## src/hpi_pkg.sv

```systemverilog
// Package for the host processor port: bus styles, SPI framing, carriers.
// Assumes one 125 MHz core clock; pins arrive from outside its domain.
package hpi_pkg;
  // ----------------------------------------------------------------------
  // Bus styles caught from the select straps
  // ----------------------------------------------------------------------
  localparam logic [2:0] STYLE_SEP_MUX = 3'h2;
  localparam logic [2:0] STYLE_SEP_DIR = 3'h3;
  localparam logic [2:0] STYLE_DS_DIR  = 3'h4;
  localparam logic [2:0] STYLE_SPI_LSB = 3'h5;
  localparam logic [2:0] STYLE_DS_MUX  = 3'h6;
  localparam logic [2:0] STYLE_SPI_MSB = 3'h7;
  // ----------------------------------------------------------------------
  // Widths, counts and serial frame layout
  // ----------------------------------------------------------------------
  localparam int ADDR_W      = 9;
  localparam int DATA_W      = 8;
  localparam int SYNC_STAGES = 2;
  localparam logic [1:0] STRAP_WAIT = 2'h3;
  localparam logic [4:0] HDR_BITS   = 5'h10;
  localparam logic [4:0] FRAME_BITS = 5'h18;
  localparam int FRAME_READ_POS = 23;
  localparam int FRAME_ADDR_LSB = 8;
  // ----------------------------------------------------------------------
  // Carriers
  // ----------------------------------------------------------------------
  typedef struct packed {
    logic              cs_n;
    logic              wr_n;
    logic              rds_n;
    logic              ale;
    logic [ADDR_W-1:0] addr;
    logic [DATA_W-1:0] ad;
  } hpi_par_pins_t;
  typedef struct packed {
    logic sclk;
    logic sdi;
    logic cpha;
    logic cpol;
  } hpi_spi_pins_t;
  typedef struct packed {
    logic active_high;
    logic open_drain;
    logic gpo_mode;
    logic gpo_level;
  } hpi_irq_cfg_t;
endpackage : hpi_pkg

```

## src/hpi_host_port.sv

```systemverilog
// Host processor port: parallel (two strobe styles) or SPI slave access
// to 8-bit registers, completion output and configurable interrupt pin.
// Assumes the register file answers i_reg_rdata in the cycle after
// o_reg_rd; pins are asynchronous and synchronised here.
`timescale 1ns/1ps
// How it works
// - Shared pins carry 8-bit data both ways
// - Multiplexed modes take low address from shared pins
// - Completion output goes low when access done
// - Interrupt pin polarity is selectable
// - Interrupt pin push-pull or open-drain
// - Interrupt pin may be software general output
// - SPI read data leaves only on serial output
// - Phase picks leading or trailing sample edge
// - Polarity picks serial clock idle level
// - Select straps caught at reset fix style
// - Latch enable captures address per mode
// - Data strobe: drive on fall, capture rise
module hpi_host_port (
  input  wire logic                       i_mclk,
  input  wire logic                       i_reset_n,
  input  wire logic                       i_clk_en,
  input  wire logic [2:0]                 i_bus_style_select,
  input  wire hpi_pkg::hpi_par_pins_t     i_par,
  input  wire hpi_pkg::hpi_spi_pins_t     i_spi,
  input  wire hpi_pkg::hpi_irq_cfg_t      i_irq_pin_config,
  input  wire logic                       i_irq_event,
  input  wire logic [hpi_pkg::DATA_W-1:0] i_reg_rdata,
  output logic [2:0]                      o_bus_style,
  output logic [hpi_pkg::DATA_W-1:0]      o_ad,
  output logic                            o_ad_oe,
  output logic                            o_ready_n,
  output logic                            o_sdo,
  output logic                            o_sdo_oe,
  output logic                            o_irq_output,
  output logic                            o_irq_oe,
  output logic [hpi_pkg::ADDR_W-1:0]      o_reg_addr,
  output logic [hpi_pkg::DATA_W-1:0]      o_reg_wdata,
  output logic                            o_reg_wr,
  output logic                            o_reg_rd
);
  // ----------------------------------------------------------------------
  // Decoding helpers
  // ----------------------------------------------------------------------
  function automatic logic is_spi(input logic [2:0] s);
    is_spi = (s == hpi_pkg::STYLE_SPI_LSB) || (s == hpi_pkg::STYLE_SPI_MSB);
  endfunction : is_spi
  function automatic logic is_ds(input logic [2:0] s);
    is_ds = (s == hpi_pkg::STYLE_DS_DIR) || (s == hpi_pkg::STYLE_DS_MUX);
  endfunction : is_ds
  function automatic logic is_mux(input logic [2:0] s);
    is_mux = (s == hpi_pkg::STYLE_SEP_MUX) || (s == hpi_pkg::STYLE_DS_MUX);
  endfunction : is_mux
  // Frame position of serial bit k in either bit order
  function automatic logic [4:0] bit_pos(input logic [4:0] k,
                                         input logic       lsb);
    if (!lsb) bit_pos = 5'h17 - k;
    else if (k < hpi_pkg::HDR_BITS) bit_pos = k + 5'h08;
    else bit_pos = k - hpi_pkg::HDR_BITS;
  endfunction : bit_pos

  // ----------------------------------------------------------------------
  // Synchronised pins
  // ----------------------------------------------------------------------
  hpi_pkg::hpi_par_pins_t par_s;
  hpi_pkg::hpi_spi_pins_t spi_s;
  logic [2:0]             style_s;

  hpi_sync #(.WIDTH($bits(i_par) + $bits(i_spi) + 3)) u_sync (
    .i_mclk    (i_mclk),
    .i_reset_n (i_reset_n),
    .i_clk_en  (i_clk_en),
    .i_async   ({i_par, i_spi, i_bus_style_select}),
    .o_sync    ({par_s, spi_s, style_s})
  );

  // ----------------------------------------------------------------------
  // Strap capture
  // ----------------------------------------------------------------------
  logic [1:0] strap_cnt_reg, strap_cnt_next;
  logic [2:0] style_reg, style_next;
  logic       spi_mode, ds_mode, par_mode;

  // Waits out the synchroniser after release, then freezes the style
  always_comb begin
    strap_cnt_next = strap_cnt_reg;
    style_next     = style_reg;
    if (strap_cnt_reg != hpi_pkg::STRAP_WAIT) begin
      strap_cnt_next = strap_cnt_reg + 2'h1;
      if (strap_cnt_reg == hpi_pkg::STRAP_WAIT - 2'h1)
        style_next = style_s;
    end
  end

  always_ff @(posedge i_mclk or negedge i_reset_n) begin
    if (!i_reset_n) begin
      strap_cnt_reg <= 2'h0;
      style_reg     <= 3'h0;
    end else if (i_clk_en) begin
      strap_cnt_reg <= strap_cnt_next;
      style_reg     <= style_next;
    end
  end

  assign spi_mode = is_spi(style_reg);
  assign ds_mode  = is_ds(style_reg);
  // Unused codes leave the port dead
  assign par_mode = (style_reg[2] | style_reg[1]) & ~spi_mode;

  // ----------------------------------------------------------------------
  // Parallel port
  // ----------------------------------------------------------------------
  typedef enum logic [2:0] {
    P_IDLE, P_FETCH, P_WAIT, P_RHOLD, P_WHOLD, P_DSWR
  } hpi_par_state_t;
  hpi_par_state_t        p_state_reg, p_state_next;
  logic [hpi_pkg::ADDR_W-1:0] p_addr_reg, p_addr_next;
  logic [hpi_pkg::DATA_W-1:0] p_wdata_reg, p_wdata_next;
  logic [hpi_pkg::DATA_W-1:0] ad_next;
  logic                  ad_oe_next, ready_n_next;
  logic                  p_rd_req, p_wr_req, strobe_on;

  // One transfer at a time; the strobe must go away before the next
  always_comb begin
    p_state_next = p_state_reg;
    p_addr_next  = p_addr_reg;
    p_wdata_next = p_wdata_reg;
    ad_next      = o_ad;
    ad_oe_next   = o_ad_oe;
    ready_n_next = o_ready_n;
    p_rd_req     = 1'b0;
    p_wr_req     = 1'b0;
    strobe_on    = ~par_s.cs_n & (~par_s.rds_n | (~ds_mode & ~par_s.wr_n));
    if (par_s.ale) begin
      if (is_mux(style_reg))
        p_addr_next = {par_s.addr[8], par_s.ad};
      else
        p_addr_next = par_s.addr;
    end
    case (p_state_reg)
      P_IDLE: begin
        if (par_mode && strobe_on) begin
          if (ds_mode && !par_s.wr_n) begin
            p_state_next = P_DSWR;
          end else if (ds_mode || !par_s.rds_n) begin
            p_rd_req     = 1'b1;
            p_state_next = P_FETCH;
          end else begin
            p_wr_req     = 1'b1;
            p_wdata_next = par_s.ad;
            p_state_next = P_WHOLD;
            ready_n_next = 1'b0;
          end
        end
      end
      P_FETCH: p_state_next = P_WAIT;
      P_WAIT: begin
        ad_next      = i_reg_rdata;
        ad_oe_next   = 1'b1;
        ready_n_next = 1'b0;
        p_state_next = P_RHOLD;
      end
      P_DSWR: begin
        // Data sampled until the rising strobe, then committed
        ready_n_next = 1'b0;
        if (par_s.rds_n || par_s.cs_n) begin
          p_wr_req     = 1'b1;
          ready_n_next = 1'b1;
          p_state_next = P_IDLE;
        end else begin
          p_wdata_next = par_s.ad;
        end
      end
      P_RHOLD, P_WHOLD: begin
        if (!strobe_on) begin
          ad_oe_next   = 1'b0;
          ready_n_next = 1'b1;
          p_state_next = P_IDLE;
        end
      end
      default: p_state_next = P_IDLE;
    endcase
  end

  always_ff @(posedge i_mclk or negedge i_reset_n) begin
    if (!i_reset_n) begin
      p_state_reg <= P_IDLE;
      p_addr_reg  <= '0;
      p_wdata_reg <= '0;
      o_ad        <= '0;
      o_ad_oe     <= 1'b0;
      o_ready_n   <= 1'b1;
    end else if (i_clk_en) begin
      p_state_reg <= p_state_next;
      p_addr_reg  <= p_addr_next;
      p_wdata_reg <= p_wdata_next;
      o_ad        <= ad_next;
      o_ad_oe     <= ad_oe_next;
      o_ready_n   <= ready_n_next;
    end
  end

  // ----------------------------------------------------------------------
  // SPI slave
  // ----------------------------------------------------------------------
  typedef enum logic [1:0] {S_HDR, S_BODY, S_DONE} hpi_spi_state_t;
  hpi_spi_state_t        s_state_reg, s_state_next;
  logic [4:0]            cnt_reg, cnt_next;
  logic [23:0]           frame_reg, frame_next;
  logic [1:0]            fetch_reg, fetch_next;
  logic [hpi_pkg::DATA_W-1:0] rdata_reg, rdata_next;
  logic                  sclk_d_reg, sdo_next, sdo_oe_next;
  logic                  s_rd_req, s_wr_req, lead, trail;
  logic                  sample_edge, shift_edge, lsb_first, rd_frame;

  // Edges seen from the sampled clock; it is never driven here
  assign lead  = spi_s.cpol ? (sclk_d_reg & ~spi_s.sclk)
                            : (~sclk_d_reg & spi_s.sclk);
  assign trail = spi_s.cpol ? (~sclk_d_reg & spi_s.sclk)
                            : (sclk_d_reg & ~spi_s.sclk);
  assign sample_edge = spi_s.cpha ? trail : lead;
  assign shift_edge  = spi_s.cpha ? lead : trail;
  assign lsb_first   = (style_reg == hpi_pkg::STYLE_SPI_LSB);
  assign rd_frame    = frame_reg[hpi_pkg::FRAME_READ_POS];

  // Frame: read flag, six spare bits, 9-bit address, then 8 data bits
  always_comb begin
    s_state_next = s_state_reg;
    cnt_next     = cnt_reg;
    frame_next   = frame_reg;
    fetch_next   = {fetch_reg[0], 1'b0};
    rdata_next   = fetch_reg[1] ? i_reg_rdata : rdata_reg;
    sdo_next     = o_sdo;
    sdo_oe_next  = o_sdo_oe;
    s_rd_req     = 1'b0;
    s_wr_req     = 1'b0;
    if (!spi_mode || par_s.cs_n) begin
      s_state_next = S_HDR;
      cnt_next     = 5'h00;
      sdo_oe_next  = 1'b0;
    end else begin
      if (sample_edge && s_state_reg != S_DONE) begin
        frame_next[bit_pos(cnt_reg, lsb_first)] = spi_s.sdi;
        cnt_next = cnt_reg + 5'h01;
      end
      if (shift_edge && rd_frame && s_state_reg == S_BODY) begin
        sdo_next = rdata_reg[lsb_first ? cnt_reg[2:0]
                                       : 3'h7 - cnt_reg[2:0]];
        sdo_oe_next = 1'b1;
      end
      case (s_state_reg)
        S_HDR: begin
          if (cnt_reg == hpi_pkg::HDR_BITS) begin
            s_rd_req     = rd_frame;
            fetch_next   = {fetch_reg[0], rd_frame};
            s_state_next = S_BODY;
          end
        end
        S_BODY: begin
          if (cnt_reg == hpi_pkg::FRAME_BITS) begin
            s_wr_req     = ~rd_frame;
            s_state_next = S_DONE;
          end
        end
        S_DONE: s_state_next = S_DONE;
        default: s_state_next = S_HDR;
      endcase
    end
  end

  always_ff @(posedge i_mclk or negedge i_reset_n) begin
    if (!i_reset_n) begin
      s_state_reg <= S_HDR;
      cnt_reg     <= 5'h00;
      frame_reg   <= '0;
      fetch_reg   <= 2'h0;
      rdata_reg   <= '0;
      sclk_d_reg  <= 1'b0;
      o_sdo       <= 1'b0;
      o_sdo_oe    <= 1'b0;
    end else if (i_clk_en) begin
      s_state_reg <= s_state_next;
      cnt_reg     <= cnt_next;
      frame_reg   <= frame_next;
      fetch_reg   <= fetch_next;
      rdata_reg   <= rdata_next;
      sclk_d_reg  <= spi_s.sclk;
      o_sdo       <= sdo_next;
      o_sdo_oe    <= sdo_oe_next;
    end
  end

  // ----------------------------------------------------------------------
  // Register side and interrupt pin
  // ----------------------------------------------------------------------
  logic irq_level;

  // Push-pull drives both levels; open-drain only pulls low
  always_comb begin
    irq_level = i_irq_pin_config.gpo_mode ? i_irq_pin_config.gpo_level
              : ~(i_irq_event ^ i_irq_pin_config.active_high);
  end

  always_ff @(posedge i_mclk or negedge i_reset_n) begin
    if (!i_reset_n) begin
      o_reg_addr   <= '0;
      o_reg_wdata  <= '0;
      o_reg_wr     <= 1'b0;
      o_reg_rd     <= 1'b0;
      o_irq_output <= 1'b0;
      o_irq_oe     <= 1'b0;
      o_bus_style  <= 3'h0;
    end else if (i_clk_en) begin
      o_reg_addr  <= spi_mode
                   ? frame_reg[hpi_pkg::FRAME_ADDR_LSB +: hpi_pkg::ADDR_W]
                   : p_addr_next;
      o_reg_wdata <= spi_mode ? frame_next[7:0] : p_wdata_next;
      o_reg_wr    <= p_wr_req | s_wr_req;
      o_reg_rd    <= p_rd_req | s_rd_req;
      o_irq_output <= ~i_irq_pin_config.open_drain & irq_level;
      o_irq_oe     <= ~i_irq_pin_config.open_drain | ~irq_level;
      o_bus_style  <= style_reg;
    end
  end
endmodule : hpi_host_port

```

## src/hpi_sync.sv

```systemverilog
// Two-stage synchroniser for a vector of pin inputs.
// Assumes each bit is a slow level; no bus coherency is promised.
`timescale 1ns/1ps
module hpi_sync #(
  parameter int WIDTH = 1
) (
  input  wire logic             i_mclk,
  input  wire logic             i_reset_n,
  input  wire logic             i_clk_en,
  input  wire logic [WIDTH-1:0] i_async,
  output logic      [WIDTH-1:0] o_sync
);
  // ----------------------------------------------------------------------
  // Stages
  // ----------------------------------------------------------------------
  logic [WIDTH-1:0] meta_reg;
  logic [WIDTH-1:0] meta_next;
  logic [WIDTH-1:0] sync_reg;
  logic [WIDTH-1:0] sync_next;

  // First stage is read only by the second
  always_comb begin
    meta_next = i_async;
    sync_next = meta_reg;
  end

  // Constant reset values only
  always_ff @(posedge i_mclk or negedge i_reset_n) begin
    if (!i_reset_n) begin
      meta_reg <= '0;
      sync_reg <= '0;
    end else if (i_clk_en) begin
      meta_reg <= meta_next;
      sync_reg <= sync_next;
    end
  end

  assign o_sync = sync_reg;
endmodule : hpi_sync

```

## config.mk

```make
export PLATFORM = sky130hd
export DESIGN_NAME = hpi_host_port
export DESIGN_NICKNAME = d
export VERILOG_FILES = /design/src/hpi_pkg.sv /design/src/hpi_host_port.sv /design/src/hpi_sync.sv
export SDC_FILE = /design/constraint.sdc
export NUM_CORES = 1
export LEC_CHECK = 0
export ABC_AREA = 0
export BUFFER_PORTS_ARGS = -buffer_cell sky130_fd_sc_hd__buf_2
export CAP_MARGIN = 20
export CORE_UTILIZATION = 62
export DETAILED_ROUTE_END_ITERATION = 8
export PLACE_DENSITY = 0.83
export RECOVER_POWER = 25
export REMOVE_ABC_BUFFERS = 1
export SLEW_MARGIN = 20
export SYNTH_ARGS = -nofsm -noshare
export SYNTH_HDL_FRONTEND = slang
export SYNTH_SLANG_ARGS = --single-unit
```

## constraint.sdc

```tcl
create_clock -name i_mclk -period 3.5 [get_ports i_mclk]
set_clock_uncertainty 0.2 [all_clocks]
set_input_delay 0.7 -clock i_mclk [delete_from_list [all_inputs] [get_ports i_mclk]]
set_output_delay 0.7 -clock i_mclk [all_outputs]
set_load 0.005 [all_outputs]
```

* Word level (Yosys, flattened, before mapping)
Cells that the tools add are included.
** Storage, ports and cells
- Register bits after elaboration :: 159
- Output and inout port bits :: 36
- Logic and storage cells :: 183
- Input bits :: 44
** Operators by class
- Equality and inequality tests :: 24
- Bitwise gates (word level) :: 24
- $lt $le $gt $ge :: 4
- Reductions and logical operators :: 34
- Multiplexer cells :: 65
- Add/subtract/negate cells :: 6
** Operators by type and width (number)
- 8-bit two-way mux :: 8
- 1-bit two-way mux :: 31
- 5-bit two-way mux :: 6
- 24-bit bitwise mux :: 1
- 3-bit == test, second input constant :: 6
- 3-bit two-way mux :: 6
- 9-bit two-way mux :: 2
- 8-bit one-hot mux with 2 select lines :: 1
- 3-bit one-hot mux with 5 select lines :: 1
- 3-bit AND reduction :: 5
- 2-bit != test, second input constant :: 7
- 1-bit inverter :: 12
- 5-bit == test, second input constant :: 2
- 2-bit AND reduction :: 5
- 3-bit by 2-bit == test with 1-bit output, second input constant :: 3
- 1-bit AND :: 6
- 1-bit logical AND :: 6
- 1-bit logical OR :: 6
- 5-bit by 6-bit < comparator with 1-bit output, second input constant :: 1
- 2-bit two-way mux :: 3
- 2-bit one-hot mux with 3 select lines :: 1
- 6-bit AND reduction :: 1
- 2-bit nonzero test :: 3
- 5-bit by 1-bit adder with 5-bit output, second input constant :: 1
- 25 further kinds :: 33

* Longest topological paths before layout
Gate-level depths: netlist of run 1.
- Depth after elaboration :: 15
- Gate-level depth with buffers :: 8

* Hierarchy
A second synthesis of run 1 with hierarchy kept.
** Second synthesis, totals
- Cell total of the unflattened synthesis :: 660
- Area total of the unflattened synthesis :: 7688.6 sq um
** By module, submodules not included
- hpi_host_port :: instances 1, area an instance 5445.2 sq um, cells each 542, sequential area each 2428.6 sq um
- hpi_sync :: instances 1, area an instance 2243.4 sq um, cells each 118, sequential area each 1401.3 sq um

* Worst setup path after synthesis of run 1
Ideal clock, no wire load.
- Path kind :: register to register
- Start :: register cnt_reg[3]
- End :: register frame_reg[11]
- Slack :: 1184 ps
- Clock period less this slack :: 2316 ps
- Buffers on the path :: 0
- Cell stages (with the launch flop) :: 8
- Arrival time :: 1992 ps
- Library setup time :: 125 ps
- Required time :: 3175 ps
- Cells stage by stage :: dfrtp_1 -> inv_1 -> ha_1 -> or3b_2 -> nor2_1 -> o211ai_1 -> nor2_1 -> mux2_2
** Between the ends
- Cells in the longest elaborated chain, start to end :: 10
- Elaborated cells between the ends (all ways) :: 14
- Those cells by class :: 3 x add/sub; 3 x order compare; 7 x mux; 1 x reduce/logical
** RTL lines
- from (decl) :: line hpi_host_port.sv:208 : logic [4:0] cnt_reg, cnt_next;
- from (signal assigned) :: line hpi_host_port.sv:283 : cnt_reg <= cnt_next;
- 5-bit subtractor (tied with other cells) :: line hpi_host_port.sv:59 : else bit_pos = k - hpi_pkg::HDR_BITS;
- 5-bit two-way mux :: line hpi_host_port.sv:58 : else if (k < hpi_pkg::HDR_BITS) bit_pos = k + 5'h08;
- 5-bit two-way mux (*) :: line hpi_host_port.sv:57 : if (!lsb) bit_pos = 5'h17 - k;
- 5-bit two-way mux (*) :: line hpi_host_port.sv:242 : if (sample_edge && s_state_reg != S_DONE) begin
- 5-bit two-way mux (*) :: line hpi_host_port.sv:237 : if (!spi_mode || par_s.cs_n) begin
- 5-bit by 6-bit < comparator with 1-bit output (implied by the code) / 5-bit by 1-bit >= comparator with 1-bit output (equally long branches) :: line hpi_host_port.sv:243 : frame_next[bit_pos(cnt_reg, lsb_first)] = spi_s.sdi;
- 1-bit logical AND (implied by the code) :: line hpi_host_port.sv:243
- 1-bit two-way mux (implied by the code) :: line hpi_host_port.sv:243
- 1-bit demux with 5-bit select (*) :: line hpi_host_port.sv:243
- 24-bit bitwise mux (*) :: line hpi_host_port.sv:243
- to (signal assigned) :: line hpi_host_port.sv:284 : frame_reg <= frame_next;
- to (decl) :: line hpi_host_port.sv:209 : logic [23:0] frame_reg, frame_next;
Every way passes the cells marked *; elsewhere a longest branch is shown, timed or not. The select of a mux whose other input is x is not followed.
A chain may end at the register's enable or synchronous reset.

* Worst setup path in the final report of run 1
- Start :: input port i_clk_en
- End :: register frame_reg[12]
** Between the ends
- Cells in the longest elaborated chain, start to end :: 1
** RTL lines
- from (decl) :: line hpi_host_port.sv:22 : input wire logic i_clk_en,
- 3-bit AND reduction (no line)
No other way between the ends.

==> results of run 1 <==
## cells in the final DEF, fill, tap and decap left out, types with 9 or more instances in the layout
cell       count
clkbuf_16     17
inv_1          9
a211oi_1      12
dfrtp_1      152
mux2i_1       33
nand2_1       32
ha_1           9
nor2_1        51
a21oi_1       38
nand3_1       12
o21ai_0       16
buf_2         77
mux2_2       117
nand2b_1      11
nor4_1         9
## worst paths after layout
kind,endpoint,slack [ns],cells past startpoint
max reg2reg,o_reg_wdata[4],0.64,5
min reg2reg,o_ad[0],0.30,1
max,frame_reg[12],0.59,6
min,o_ad[0],0.30,1
min in group asynchronous,fetch_reg[1],0.47,1
max in group asynchronous,frame_reg[2],1.40,2
## worst max-delay path: cells and delay by family
kind / cells / cell delay [ns]
AO/OA/AOI/OAI: 1 / 0.35
buffers and inverters: 2 / 0.84
multiplexers: 1 / 0.35
AND/OR/NAND/NOR: 2 / 0.76
## final cells by class
type,count,share of cell area [%]
Clock buffer,24,5.96
Tap cell,143,2.09
Sequential cell,153,44.6
Multi-Input combinational cell,444,40.5
Clock inverter,6,1.02
Inverter,10,0.437
Timing Repair Buffer,86,5.35
## cells by family after synthesis
kind of cell | after synthesis
multiplexers | 151
flip-flops | 153
AO/OA/AOI/OAI | 109
AND/OR/NAND/NOR | 171
XOR/XNOR | 4
adder cells (fa/ha/maj) | 9
buffers and inverters | 50
## where the power goes
group          internal (mW)  switching, mW  total [mW]
clock network           1.16          0.697        1.85
registers               2.17          0.386        2.56
logic                  0.737          0.758        1.49
total                   4.06           1.84        5.90
## per-stage QoR
step | total power [mW] | worst slack [ns]
final | 5.90 | 0.591
after global routing | 6.18 | 0.351
after floorplan | 3.45 | 0.993
after detailed placement | 4.05 | 0.744
after CTS | 5.91 | 0.728
after global placement | 3.95 | 0.805
## layer usage
layer	global-route usage (%)	vias to the layer above	wire, um
met5	0	-	0
met4	11.9	0	362
met3	5.40	35	1130
met2	46.5	233	8180
met1	36.3	2724	6810
li1	-	2477	-
==> results.yml, run 1 <==
sta:
  hold_ws_ns: 0.299
  setup_tns_ns: 0
  fmax_mhz: 344
  rsz0062_at_grt: "false"
  hold_viol: 0
  fin_crit_sh_pct: 83.1
  slew_viol_final: 64
  finalSetupViolations: 0
  maxSlewHeadroom_pct: -4.96
  tightest_slew_ns: 1.57
  period_needed_ns: 2.91
cts:
  htreeDepth: 4
  cts.sinks: 153
  post-cts-setup-buffers: 0
  clk_pin_slew_ns: 0.06
  cts_tree: "built"
  clkLatencyLatePin_ns: 0.43
  root_buffer: "clkbuf_16"
  cts_resized: 0
  ctsHoldBuffers: 0
  cts-buffers-inserted: 17
  clockBufferDepth: 2
die:
  placeableCoreArea_sq_mm: 0.0116
  dieArea_sq_mm: 0.0126
  rows: 39
  die_w_um: 112
  start_util_pct: 64.8
  die_h_um: 112
  io_pins: 80
drt:
  drt_wl_total_um: 16500
  drtPass1Iterations: 7
  drc: 5
  vias: 5469
  dr.first_iter.drc_count: 401
  wl_per_cell_um: 19.0
  ant_nets: 0
  vias_per_cell: 6.32
synthesis:
  synthFlopType: "dfrtp_1"
  synthMuxAreaShare_pct: 22.2
  synth_xor_area_share_pct: 0.815
  synth_compound_area_share_pct: 9.48
  synth_top_area_share_pct: 50.5
  synthMostInstantiatedCell: "dfrtp_1"
  synthAdderAreaFrac_pct: 1.50
  yosys_warnings: 0
  syn_inst: 647
  synthTopCellsByArea: "dfrtp_1 51%, mux2_2 18%, mux2i_1 4.4%, nor2_1 2.5%, a21oi_1 2.5%"
  synth_common_cells: "152 x dfrtp_1, 117 x mux2_2, 51 x nor2_1"
  syn-cell-area_sq_mm: 0.00752
  yosysUniqueCellTypes: 71
  synth-edff-count: 0
  synthArstFlopShare_pct: 100
  synth-seq-cells: 153
  synth_area_per_cell_sq_um: 11.6
  synth-simple-area-share_pct: 12.2
  synth_top_family_by_area: "multiplexers"
  synth_top_cell_by_area: "dfrtp_1"
  yosysSeqAreaShare_pct: 50.9
cells_and_area:
  fill_cells: 772
  regArea_sq_mm: 0.00383
  antenna_cells: 0
  stdcell_area_sq_mm: 0.00858
  fin_util_pct: 73.9
  nets: 765
  drive_gt1_share_pct: 34.3
  area_delta_synth_final_pct: 14.0
  instances_no_fill: 866
  multiInputGateArea_sq_mm: 0.00348
placement:
  hpwl_um: 10800
  placed_area_sq_mm: 0.00799
  place.port_buffers: 79
  dp.cells: 836
  place_congestion: 0.874
run_status:
  violations: "design-rule violations, max-capacitance violations, max-slew violations"
  outcome: "finished with violations"
grt:
  grt_usage_pct: 28.0
  grt_max_degree: 65
  grt_antenna_before_repair: 0
  grt_pass1_wl_um: 27400
  grt-ovfl-total: 0
  first_global_vias: 5548
pwr:
  pwr_density_cell_mw_per_mm2: 688
  ir_drop_uv: 426
  leakagePower_nw: 3.88
setup_path:
  worstPathArrival_ns: 3.02
  cp.required_ns: 3.61
  end_kind: "flip-flop"
  crit_path_max_incr_delay_ns: 0.64
  worst-path-max-fanout: 17
  crit_path_top_delay_cell: "clkbuf_1"
  critPathLaunch: "i_clk_en"
  critPathKind: "input port to flip-flop"
  cp-start-kind: "input port"
  timing.rr.start: "style_reg[2]"
  cp_cell_sequence: "clkbuf_1, inv_2, nor3_2, o211ai_1, nor2_1, mux2_2"
hold_path:
  holdCritPathClass: "flip-flop to flip-flop"
  worst_hold_startpoint: "o_ad[0]"
flow_run:
  maxCapViolCount: 1
No activity file was read; power rests on OpenSTA's default activity.
==> inputs of run 2 (changes only) <==
- ABC_AREA: 0 -> 1
- CORE_UTILIZATION: 62 -> 53
- PLACE_DENSITY: 0.83 -> 0.76
- clock period: 3.5 -> 2.6 ns (I/O delays scaled with it)
==> run 2 against run 1 <==
Setup slack got worse by 0.16 ns. The flow finishes with violations (design-rule violations). Critical endpoint is now o_reg_wdata[4]. Hold slack got worse by 0.21 ns. Final cell count rose by 34%. Core utilization fell by 11 points. Largest power group unchanged. Combinational power rose by 50%. Clock power rose by 42%. Die area rose by 16%. Area after synthesis fell by 0.75%. Synthesized cell count rose by 37%. Wire length barely moved. Register-to-register slack got worse by 0.21 ns. Final area rose by 1.7%.
==> results.yml, run 2 <==
sta:
  finalSetupViolations: 0
  rsz0062_at_grt: "false"
  hold_viol: 0
  slew_viol_final: 0
  tightest_slew_ns: 0.574
  fmax_mhz: 462
  fin_crit_sh_pct: 83.3
  period_needed_ns: 2.17
  maxSlewHeadroom_pct: 61.5
die:
  dieArea_sq_mm: 0.0146
  placeableCoreArea_sq_mm: 0.0138
  die_h_um: 121
  die_w_um: 121
  rows: 43
  io_pins: 80
  start_util_pct: 54.0
cells_and_area:
  multiInputGateArea_sq_mm: 0.00315
  drive_gt1_share_pct: 19.6
  fin_util_pct: 63.1
  final_common_cell: "nand2_1"
  nets: 1018
  regArea_sq_mm: 0.00383
  antenna_cells: 0
  final_cell_mix: "280 x nand2_1, 152 x dfrtp_1, 92 x o21ai_0"
  area_delta_synth_final_pct: 16.9
  fill_cells: 1200
pwr:
  power_mw: 8.12
  clkPwrFrac_pct: 32.3
  p_seq_share_pct: 40.3
  intPower_mw: 5.30
  leakagePower_nw: 4.31
  pwr_density_cell_mw_per_mm2: 930
  p_comb_share_pct: 27.5
  power_switching_mw: 2.82
  ir_drop_uv: 567
  switching_share_pct: 34.7
setup_path:
  cp.depth: 11
  worstPathArrival_ns: 2.29
  worst-path-max-fanout: 17
  cp_cell_sequence: "nand2_4, buf_4, inv_2, nor2_8, nand4_4, nand3_1, nand3_1, nand2_1, inv_1, nand2_1, nand2_1"
  cp.required_ns: 2.72
  critPathKind: "flip-flop to flip-flop"
  worstRegToRegCells: 11
  end_kind: "flip-flop"
  crit_path_max_incr_delay_ns: 0.54
  crit_buf_inv: 3
  cp-start-kind: "flip-flop"
  path_delay_family: "simple AND/OR/NAND/NOR gates"
  crit_path_top_delay_cell: "dfrtp_1"
  path_common_cell: "nand2_1"
grt:
  grt_antenna_before_repair: 0
  first_global_vias: 5913
  grt_usage_pct: 25.0
  grt_pass1_wl_um: 28300
  grt_max_degree: 89
  grt-ovfl-total: 0
placement:
  place.port_buffers: 79
  hpwl_um: 11100
  place_congestion: 0.801
synthesis:
  synthTopCellsByArea: "dfrtp_1 51%, nand2_1 14%, o21ai_0 6.2%, inv_1 3.7%, nand3_1 3.4%"
  yosysUniqueCellTypes: 44
  synth_top_cell_by_area: "dfrtp_1"
  synth_area_per_cell_sq_um: 8.44
  yosysSeqAreaShare_pct: 51.3
  syn_inst: 885
  synth-seq-cells: 153
  synth-edff-count: 0
  synthArstFlopShare_pct: 100
  yosys_warnings: 0
  syn-cell-area_sq_mm: 0.00747
  synth_top_area_share_pct: 50.9
  synthMostInstantiatedCell: "nand2_1"
  synth_common_cells: "280 x nand2_1, 152 x dfrtp_1, 92 x o21ai_0"
  synthFlopType: "dfrtp_1"
drt:
  vias_per_cell: 5.30
  vias: 6133
  drtPass1Iterations: 7
  wl_per_cell_um: 14.2
  drc: 2
  dr.first_iter.drc_count: 438
  ant_nets: 0
  drt_wl_total_um: 16500
run_status:
  violations: "design-rule violations"
  outcome: "finished with violations"
cts:
  clockBufferDepth: 2
  cts-buffers-inserted: 17
  clkLatencyLatePin_ns: 0.43
  clk_pin_slew_ns: 0.06
  cts.sinks: 153
  htreeDepth: 4
  post-cts-setup-buffers: 0
  cts_tree: "built"
  root_buffer: "clkbuf_16"
hold_path:
  holdCritPathClass: "input port to flip-flop"
  min_path_cells: 3
flow_run:
  maxCapViolCount: 0
run 2: worst min-delay path, cell delays in order:
cell and delay (ns):
buf_2 0.07, nand2_1 0.04, nand2_1 0.05
run 2: logic make-up after synthesis:
| group | share of synthesized area [%] |
|---|---|
| XOR/XNOR | 0.469 |
| flip-flops | 51.3 |
| AND/OR/NAND/NOR | 28.5 |
| AO/OA/AOI/OAI | 11.7 |
| adder cells (fa/ha/maj) | 1.51 |
| buffers and inverters | 6.50 |
run 2: metrics by stage:
stage               setup WS, ns  cell area (sq um)  std cells  hold slack (ns)  TNS [ns]
floorplan                 -0.135               7310        850           0.0244     -1.43
global placement           0.525               8100       1125            0.255         0
detailed placement         0.466               8100       1125            0.258         0
CTS                        0.460               8740       1158           0.0761         0
global route               0.284               8730       1158           0.0954         0
finish                     0.433               8730       1158           0.0859         0
run 2: path summary, 6_finish.rpt:
kind | start | endpoint | slack [ns]
max | style_reg[0] | o_reg_wdata[4] | 0.43
min reg2reg | u_sync.meta_reg[8] | u_sync.meta_reg[8] | 0.27
min in group asynchronous | i_reset_n | u_sync.meta_reg[3] | 0.42
min | i_bus_style_select[0] | u_sync.meta_reg[0] | 0.09
max in group asynchronous | i_reset_n | u_sync.meta_reg[21] | 1.07
max reg2reg | style_reg[0] | o_reg_wdata[4] | 0.43
run 2: layout make-up:
class,count,area share (%)
timing repair buffer,96,6.46
clock inverter,15,2.31
multi-input combinational,611,36.1
sequential,153,43.9
tap,180,2.58
clock buffer,17,4.87
inverter,86,3.78
run 2: repair_timing:
action | CTS | global route
resized for setup | 0 | 0
endpoints found under the hold margin | 52 | 0
hold buffers | 1 | 0
run 2: power by group through the flow:
stage	sequential (mW)	combinational (mW)	clock, mW
detailed placement	3.29	2.22	0
floorplan	3.26	1.48	0
finish	3.27	2.23	2.62
CTS	3.26	2.24	2.66
global placement	3.28	2.15	0
global route	3.33	2.52	2.76
run 2: routing by layer:
metal / routed length [um] / GRT usage (%) / vias up
met2: 8000 / 41.6 / 157
met3: 759 / 4.76 / 25
li1: - / - / 3008
met5: 0 / 0 / -
met4: 216 / 7.48 / 0
met1: 7520 / 33.3 / 2943
